<file path="src/shared/pfm_defines.vh">
`ifndef PFM_DEFINES_VH
`define PFM_DEFINES_VH

// APB byte offsets
`define PFM_OFF_PER_EN     12'h000
`define PFM_OFF_PER_SEL    12'h004
`define PFM_OFF_GPIO_DIR   12'h008
`define PFM_OFF_GPIO_OUT   12'h00C
`define PFM_OFF_GPIO_IN    12'h010
`define PFM_OFF_RST_CTRL   12'h014
`define PFM_OFF_STATUS     12'h018

// Peripheral enable bits, one per pin
`define PFM_PIN_COUNT      6
`define PFM_PER_EN_RST     6'h00

// Peripheral select field layout: two bits per pin
`define PFM_SEL_W          2
`define PFM_PER_SEL_RST    12'h000
`define PFM_GPIO_DIR_RST   6'h00
`define PFM_GPIO_OUT_RST   6'h00

// Reset pin control: bit 0 masks the reset pin as a reset source
`define PFM_RST_CTRL_GPIO_BIT 0
`define PFM_RST_CTRL_SWRST_BIT 1

// Reset release stretch
`define PFM_RST_HOLD_CYCLES 32

// Select codes per pin
`define PFM_SEL_P4_CRYSTAL 2'h0
`define PFM_SEL_P4_CLKIN   2'h1
`define PFM_SEL_P5_TX      2'h0
`define PFM_SEL_P5_XBOUT   2'h1
`define PFM_SEL_P5_XBIN    2'h2
`define PFM_SEL_P5_CLKO    2'h3
`define PFM_SEL_P6_RX      2'h0
`define PFM_SEL_P6_XBOUT   2'h1
`define PFM_SEL_P6_CMP     2'h2
`define PFM_SEL_P6_PWM     2'h3

`endif

</file>
<file path="src/rtl/pfm_reset_stretch.v">
`timescale 1ns/1ns
`include "pfm_defines.vh"

module pfm_reset_stretch #(
  parameter HOLD_CYCLES = `PFM_RST_HOLD_CYCLES
) (
  input  wire pclk,
  input  wire presetn,
  input  wire reset_request,
  output wire sys_reset_n
);

  reg [7:0] count_q;
  reg       release_q;

  // Counter restarts on every request so release is always a full hold later
  always @(posedge pclk or negedge presetn) begin
    if (!presetn) begin
      count_q   <= 8'h00;
      release_q <= 1'b0;
    end else if (reset_request) begin
      count_q   <= 8'h00;
      release_q <= 1'b0;
    end else if (count_q != HOLD_CYCLES[7:0]) begin
      count_q   <= count_q + 8'h01;
      release_q <= 1'b0;
    end else begin
      release_q <= 1'b1;
    end
  end

  assign sys_reset_n = release_q;

endmodule

</file>
<file path="src/rtl/pfm_pin_mux.v">
// Chosen here: the APB register port and the address map.
`timescale 1ns/1ns
`include "pfm_defines.vh"
// Functional notes
// - Pins come up in primary function; alternatives need both enable and select. Here pins 0, 1 and 3 switch on enable alone.
// - Each pin in port mode has its own software direction bit.
// - Pin one defaults to test clock input; alternative is port D bit two.
// - Reset pin low resets device; release synchronous after fixed cycle count.
// - Reset pin as port pin disables pin reset; only other resets remain. Here only rst_gpio_q disables it; port mode does not.
// - Crystal input pin defaults to port; alternatives crystal input, clock input zero.
// - Crystal output pin defaults to port; alternative is crystal output.
// - Pin five offers serial transmit, crossbar out 11, crossbar in 2, clock out.
// - Pin six offers serial receive, crossbar out 10, comparator D, PWM aux.

module pfm_pin_mux (
  input  wire        pclk,
  input  wire        presetn,
  input  wire        psel,
  input  wire        penable,
  input  wire        pwrite,
  input  wire [11:0] paddr,
  input  wire [31:0] pwdata,
  output reg  [31:0] prdata,
  output wire        pready,
  output wire        pslverr,
  input  wire [5:0]  pad_in,
  output reg  [5:0]  pad_out,
  output reg  [5:0]  pad_oe,
  input  wire        por_reset,
  input  wire        watchdog_reset,
  output wire        sys_reset_n,
  output wire        test_clock_in,
  input  wire        crystal_output,
  output wire        crystal_input,
  output wire        ext_clock_input_zero,
  input  wire        serial0_transmit,
  input  wire        serial0_transmit_oe,
  output wire        serial0_transmit_in,
  input  wire        crossbar_output_eleven,
  output wire        crossbar_input_two,
  input  wire        buffered_clock_out_zero,
  output wire        serial0_receive,
  input  wire        crossbar_output_ten,
  input  wire        comparator_d_output,
  input  wire        pwm_sub2_aux_channel,
  input  wire        pwm_sub2_aux_channel_oe,
  output wire        pwm_sub2_aux_capture
);

  localparam N = `PFM_PIN_COUNT;
  localparam SW = `PFM_SEL_W;

  reg  [N-1:0]    per_en_q;
  reg  [N*SW-1:0] per_sel_q;
  reg  [N-1:0]    gpio_dir_q;
  reg  [N-1:0]    gpio_out_q;
  reg  [N-1:0]    gpio_in_q;
  reg             rst_gpio_q;
  reg             sw_reset_q;
  reg  [N-1:0]    alt_out;
  reg  [N-1:0]    alt_oe;
  wire            wr_en;
  wire            rd_en;
  wire            addr_hit;
  wire [1:0]      sel5;
  wire [1:0]      sel6;
  wire [1:0]      sel3;
  wire            reset_request;

  assign pready   = 1'b1;
  assign addr_hit = (paddr == `PFM_OFF_PER_EN)   || (paddr == `PFM_OFF_PER_SEL) ||
                    (paddr == `PFM_OFF_GPIO_DIR) || (paddr == `PFM_OFF_GPIO_OUT) ||
                    (paddr == `PFM_OFF_GPIO_IN)  || (paddr == `PFM_OFF_RST_CTRL) ||
                    (paddr == `PFM_OFF_STATUS);
  assign pslverr  = psel & penable & ~addr_hit;
  assign wr_en    = psel & penable & pwrite & addr_hit;
  assign rd_en    = psel & ~penable & ~pwrite;

  always @(posedge pclk or negedge presetn) begin
    if (!presetn) begin
      per_en_q   <= `PFM_PER_EN_RST;
      per_sel_q  <= `PFM_PER_SEL_RST;
      gpio_dir_q <= `PFM_GPIO_DIR_RST;
      gpio_out_q <= `PFM_GPIO_OUT_RST;
      rst_gpio_q <= 1'b0;
      sw_reset_q <= 1'b0;
    end else if (!sys_reset_n) begin
      // Pin configuration returns to defaults while the stretched reset holds
      per_en_q   <= `PFM_PER_EN_RST;
      per_sel_q  <= `PFM_PER_SEL_RST;
      gpio_dir_q <= `PFM_GPIO_DIR_RST;
      gpio_out_q <= `PFM_GPIO_OUT_RST;
      rst_gpio_q <= 1'b0;
      sw_reset_q <= 1'b0;
    end else if (wr_en) begin
      case (paddr)
        `PFM_OFF_PER_EN:   per_en_q   <= pwdata[N-1:0];
        `PFM_OFF_PER_SEL:  per_sel_q  <= pwdata[N*SW-1:0];
        `PFM_OFF_GPIO_DIR: gpio_dir_q <= pwdata[N-1:0];
        `PFM_OFF_GPIO_OUT: gpio_out_q <= pwdata[N-1:0];
        `PFM_OFF_RST_CTRL: begin
          rst_gpio_q <= pwdata[`PFM_RST_CTRL_GPIO_BIT];
          sw_reset_q <= pwdata[`PFM_RST_CTRL_SWRST_BIT];
        end
        default: ;
      endcase
    end
  end

  // Read data registered in setup phase so the access phase answers with zero wait
  always @(posedge pclk or negedge presetn) begin
    if (!presetn) begin
      prdata <= 32'h00000000;
    end else if (rd_en) begin
      case (paddr)
        `PFM_OFF_PER_EN:   prdata <= {26'h0, per_en_q};
        `PFM_OFF_PER_SEL:  prdata <= {20'h0, per_sel_q};
        `PFM_OFF_GPIO_DIR: prdata <= {26'h0, gpio_dir_q};
        `PFM_OFF_GPIO_OUT: prdata <= {26'h0, gpio_out_q};
        `PFM_OFF_GPIO_IN:  prdata <= {26'h0, gpio_in_q};
        `PFM_OFF_RST_CTRL: prdata <= {30'h0, sw_reset_q, rst_gpio_q};
        `PFM_OFF_STATUS:   prdata <= {26'h0, per_en_q & ~gpio_dir_q};
        default:           prdata <= 32'h00000000;
      endcase
    end
  end

  always @(posedge pclk or negedge presetn) begin
    if (!presetn) begin
      gpio_in_q <= 6'h00;
    end else begin
      gpio_in_q <= pad_in;
    end
  end

  assign sel3 = per_sel_q[2*SW+1:2*SW];
  assign sel5 = per_sel_q[4*SW+1:4*SW];
  assign sel6 = per_sel_q[5*SW+1:5*SW];

  // Pin index: 0 test clock, 1 reset, 2 crystal in, 3 crystal out, 4 pin five, 5 pin six
  always @* begin
    alt_out = 6'h00;
    alt_oe  = 6'h00;
    alt_out[3] = crystal_output;
    alt_oe[3]  = 1'b1;
    case (sel5)
      `PFM_SEL_P5_TX: begin
        alt_out[4] = serial0_transmit;
        alt_oe[4]  = serial0_transmit_oe;
      end
      `PFM_SEL_P5_XBOUT: begin
        alt_out[4] = crossbar_output_eleven;
        alt_oe[4]  = 1'b1;
      end
      `PFM_SEL_P5_CLKO: begin
        alt_out[4] = buffered_clock_out_zero;
        alt_oe[4]  = 1'b1;
      end
      default: alt_oe[4] = 1'b0;
    endcase
    case (sel6)
      `PFM_SEL_P6_XBOUT: begin
        alt_out[5] = crossbar_output_ten;
        alt_oe[5]  = 1'b1;
      end
      `PFM_SEL_P6_CMP: begin
        alt_out[5] = comparator_d_output;
        alt_oe[5]  = 1'b1;
      end
      `PFM_SEL_P6_PWM: begin
        alt_out[5] = pwm_sub2_aux_channel;
        alt_oe[5]  = pwm_sub2_aux_channel_oe;
      end
      default: alt_oe[5] = 1'b0;
    endcase
  end

  // Pins 0 and 1 have a primary function that is an input; enable switches them to port mode.
  // Pins 2..5 come up as port pins; enable switches them to the selected alternative.
  genvar i;
  generate
    for (i = 0; i < N; i = i + 1) begin : g_pin
      wire port_mode;
      if (i < 2) begin : g_prim_in
        assign port_mode = per_en_q[i];
      end else begin : g_prim_port
        assign port_mode = ~per_en_q[i];
      end
      always @(posedge pclk or negedge presetn) begin
        if (!presetn) begin
          pad_out[i] <= 1'b0;
          pad_oe[i]  <= 1'b0;
        end else if (port_mode) begin
          pad_out[i] <= gpio_out_q[i];
          pad_oe[i]  <= gpio_dir_q[i];
        end else if (i < 2) begin
          pad_out[i] <= 1'b0;
          pad_oe[i]  <= 1'b0;
        end else begin
          pad_out[i] <= alt_out[i];
          pad_oe[i]  <= alt_oe[i];
        end
      end
    end
  endgenerate

  assign test_clock_in        = ~per_en_q[0] & pad_in[0];
  assign crystal_input        = per_en_q[2] & (sel3 == `PFM_SEL_P4_CRYSTAL) & pad_in[2];
  assign ext_clock_input_zero = per_en_q[2] & (sel3 == `PFM_SEL_P4_CLKIN) & pad_in[2];
  assign serial0_transmit_in  = per_en_q[4] & (sel5 == `PFM_SEL_P5_TX) & pad_in[4];
  assign crossbar_input_two   = per_en_q[4] & (sel5 == `PFM_SEL_P5_XBIN) & pad_in[4];
  assign serial0_receive      = per_en_q[5] & (sel6 == `PFM_SEL_P6_RX) & pad_in[5];
  assign pwm_sub2_aux_capture = per_en_q[5] & (sel6 == `PFM_SEL_P6_PWM) & pad_in[5];

  // Pin reset is ignored while rst_gpio_q is set; power-on, watchdog and software resets stay live
  assign reset_request = (~rst_gpio_q & ~pad_in[1]) | por_reset | watchdog_reset |
                         sw_reset_q;

  pfm_reset_stretch #(
    .HOLD_CYCLES (`PFM_RST_HOLD_CYCLES)
  ) u_rst (
    .pclk          (pclk),
    .presetn       (presetn),
    .reset_request (reset_request),
    .sys_reset_n   (sys_reset_n)
  );

endmodule

</file>
<file path="config.mk">
export PLATFORM = sky130hd
export DESIGN_NAME = pfm_pin_mux
export DESIGN_NICKNAME = d
export VERILOG_FILES = /design/src/rtl/pfm_reset_stretch.v /design/src/rtl/pfm_pin_mux.v
export VERILOG_INCLUDE_DIRS = /design/src /design/src/shared
export SDC_FILE = /design/constraint.sdc
export NUM_CORES = 1
export LEC_CHECK = 0
export BUFFER_PORTS_ARGS = -buffer_cell sky130_fd_sc_hd__buf_2
export CORE_MARGIN = 4
export CORE_UTILIZATION = 40
export CTS_CLUSTER_DIAMETER = 200
export DETAILED_ROUTE_END_ITERATION = 16
export PLACE_DENSITY_LB_ADDON = 0.25
export SKIP_CTS_REPAIR_TIMING = 1
export SKIP_LAST_GASP = 1
export SLEW_MARGIN = 0
export SYNTH_ARGS = -nofsm -noshare
export SYNTH_HDL_FRONTEND = slang
export SYNTH_HIERARCHICAL = 1
export SYNTH_SLANG_ARGS = --single-unit
</file>
<file path="constraint.sdc">
create_clock -name pclk -period 4.03 [get_ports pclk]
set_clock_uncertainty 0.2 [all_clocks]
set_input_delay 0.806 -clock pclk [delete_from_list [all_inputs] [get_ports pclk]]
set_output_delay 0.806 -clock pclk [all_outputs]
set_load 0.01 [all_outputs]
</file>
==> out/metrics.yaml <==
synth:
  synth-edff-count: 0
  yosysTopAreaCellShare_pct: 48.6
  synthFlopType: "dfrtp_1"
  async_flop_share_pct: 100
  syn_area_sq_mm: 0.00366
  synth.most_common_cell: "dfrtp_1"
  syn_avg_cell_area_sq_um: 10.5
  ys_seq_elements: 71
  syn-instance-count: 347
  yosys-top-cells-area: "dfrtp_1, mux2i_1, nor2b_1"
  yosysUniqueCellTypes: 42
  synth_warnings: 6
  synth_commonest_cells: "dfrtp_1, nor2b_1, mux2i_1"
  synth_top_cell_by_area: "dfrtp_1"
  seq_area_frac_synth_pct: 48.6
setup_path:
  critPathTopFamily: "simple AND/OR/NAND/NOR gates"
  end_kind: "output pin"
  cp.arrival_ns: 2.34
  cp_max_fo: 8
  criticalPathCategory: "in2out"
  cp_cell_sequence: "buf_2, or4_1, nor2_1, a31oi_1, buf_2"
  crit_path_max_incr_delay_ns: 0.62
  crit_path_frequent_cell: "buf_2"
  slowest_stage: "or4_1"
  required_ns: 3.02
  critPathBufInv: 2
  startpoint_type: "primary input"
timing:
  period_share_pct: 83.0
  finalHoldViolations: 0
  finalSetupViolations: 0
  final.min_clock_period_ns: 3.34
  holdWs_ns: 0.282
  slew_headroom_pct: 38.5
  drv_slew: 0
  worst_slew_pin_slew_ns: 0.914
  rsz0062_at_grt: "no"
  tns_ns: 0
  fmax_ghz: 0.299
finish:
  syn_to_final_growth_pct: 16.5
  diodes: 0
  final_util_pct: 48.4
  fin_nets: 492
  layout-drive-gt1-share_pct: 28.1
floorplanning:
  start_util_pct: 41.5
  die_w_um: 104
  die_area_sq_mm: 0.0107
  row_count: 34
  ioPinCount: 120
  core_sq_mm: 0.00881
  die_h_um: 104
global_routing:
  grt_pass1_vias: 2683
  grt_max_degree: 72
  grt_pass1_wl_um: 13900
  gr-total-overflow: 0
  grtUsageTotal_pct: 16.2
  antenna_found_initial: 0
clocking:
  cts_max_path_buffers: 2
  cts_htree_levels: 3
  cts_tree: "done"
  root_buffer: "clkbuf_8"
  clk_pin_slew_worst_paths_ns: 0.08
  cts_made_buffers: 9
  cts.sinks: 71
  clock_latency_ns: 0.35
placed_design:
  portBuffers: 78
  place_congestion: 0.796
  dp_hpwl_um: 6000
status:
  run_status: "finished, final reports clean"
detailed_routing:
  drtAntennaViolNets: 0
  wl_per_cell_um: 16.2
  dr.max_layer_used: "met4"
  drtPass1Iterations: 5
  vias: 2743
  met3_length_um: 512
  drc_errors: 0
  drtIter0Drc: 144
  viasPerCell: 5.16
  wl_met2_um: 3950
  routedLengthMet1_um: 3960
  wl_um: 8610
worst_hold_path:
  hold_path.class: "reg2reg"
power:
  power_density_mw_per_mm2: 326
  p_leak_uw: 0.00210
  vdd_ir_drop_max_v: 0.000161
flow_run:
  cap_violations: 0
==> final cells by class <==
class                      count  area (sq um)
fill                         839          4540
sequential                    71          1780
multi-input combinational    246          1690
timing repair buffer          83           428
clock buffer                  11           151
tap                          108           135
clock inverter                 5          56.3
inverter                       8          30.0
==> power breakdown <==
| group | switching [uW] | internal (uW) | leakage [uW] | total [uW] |
|---|---|---|---|---|
| sequential | 1.87 | 715 | 0.000978 | 717 |
| combinational | 55.6 | 26.6 | 0.00102 | 82.2 |
| clock | 272 | 319 | 0.000105 | 591 |
| total | 330 | 1060 | 0.00210 | 1390 |
==> cells by family after synthesis <==
family / Yosys count / share of synthesized area, %
muxes: 39 / 11.1
buffers and inverters: 49 / 7.32
adders and majority gates: 7 / 2.39
other: 2 / 0.205
DFF: 71 / 48.6
xor gates and xnor gates: 2 / 0.479
AOI/OAI and AO/OA: 55 / 10.1
and+or+nand+nor: 122 / 19.8
==> routing by layer <==
| metal | vias to the layer above | global-route usage (%) |
|---|---|---|
| met3 | 13 | 5.29 |
| li1 | 1330 | - |
| met5 | - | 0 |
| met1 | 1310 | 21.7 |
| met2 | 90 | 24.7 |
| met4 | 0 | 5.51 |
==> worst reg2reg max path, cell delays in order (launching register included) <==
cell and delay, ns:
dfrtp_1 0.43, inv_1 0.09, ha_1 0.16, nand4bb_1 0.15, nor4_4 0.28, mux2_2 0.38
==> stage by stage <==
| stage | power, uW | instances | area [sq um] | setup slack (ns) |
|---|---|---|---|---|
| floorplan | 780 | 366 | 3730 | 1.08 |
| global placement | 814 | 516 | 4060 | 0.721 |
| detailed placement | 814 | 516 | 4060 | 0.691 |
| CTS | 1410 | 532 | 4260 | 0.703 |
| global route | 1450 | 532 | 4260 | 0.609 |
| finish | 1390 | 532 | 4260 | 0.687 |
==> cells in the final DEF, fill, tap and decap left out, drive strengths merged <==
| cell type | synthesis | routed |
|---|---|---|
| a31o | 1 | 1 |
| or3b | 1 | 1 |
| nor3b | 1 | 1 |
| ha | 7 | 7 |
| buf | 25 | 83 |
| o21ai | 16 | 16 |
| nand3 | 16 | 16 |
| or2b | 1 | 1 |
| nor2b | 32 | 32 |
| or3 | 4 | 4 |
| nand4 | 4 | 4 |
| nor4 | 5 | 5 |
| a22o | 12 | 12 |
| and3 | 4 | 4 |
| nor2 | 14 | 14 |
| nor4b | 1 | 1 |
| mux2 | 11 | 11 |
| a32oi | 6 | 6 |
| bufinv | 0 | 1 |
| nand4bb | 1 | 1 |
| a222oi | 1 | 1 |
| a21o | 4 | 4 |
| clkinvlp | 0 | 1 |
| or4 | 2 | 2 |
| or2 | 3 | 3 |
| clkbuf | 16 | 11 |
| inv | 8 | 8 |
| mux2i | 28 | 28 |
| nor3 | 11 | 11 |
| a31oi | 4 | 4 |
| a21oi | 8 | 8 |
| nand3b | 2 | 2 |
| clkinv | 0 | 3 |
| dfrtp | 71 | 71 |
| and2 | 5 | 5 |
| xor2 | 2 | 2 |
| o22ai | 3 | 3 |
| nand2 | 10 | 10 |
| conb | 2 | 21 |
| nand2b | 5 | 5 |
==> registers in the layout, summed over array words and instances, names as in the netlist, 6 cells and up <==
name / cells
per_sel_q: 12
prdata: 12
u_rst/count_q: 8
gpio_dir_q: 6
gpio_in_q: 6
gpio_out_q: 6
pad_oe: 6
pad_out: 6
per_en_q: 6
==> path summary, 6_finish.rpt <==
| path | depth (start not counted) | startpoint | slack (ns) | to |
|---|---|---|---|---|
| setup / recovery | 5 | paddr[9] | 0.69 | pslverr |
| hold / removal | 1 | prdata[1] | 0.28 | prdata[1] |
| setup reg to reg | 5 | u_rst/count_q[0] | 2.23 | u_rst/count_q[0] |
| hold reg to reg | 1 | prdata[1] | 0.28 | prdata[1] |
| max in group asynchronous | 2 | presetn | 2.57 | per_en_q[5] |
| min in group asynchronous | 2 | presetn | 0.45 | pad_oe[5] |
(Power assumes the default switching activity.)
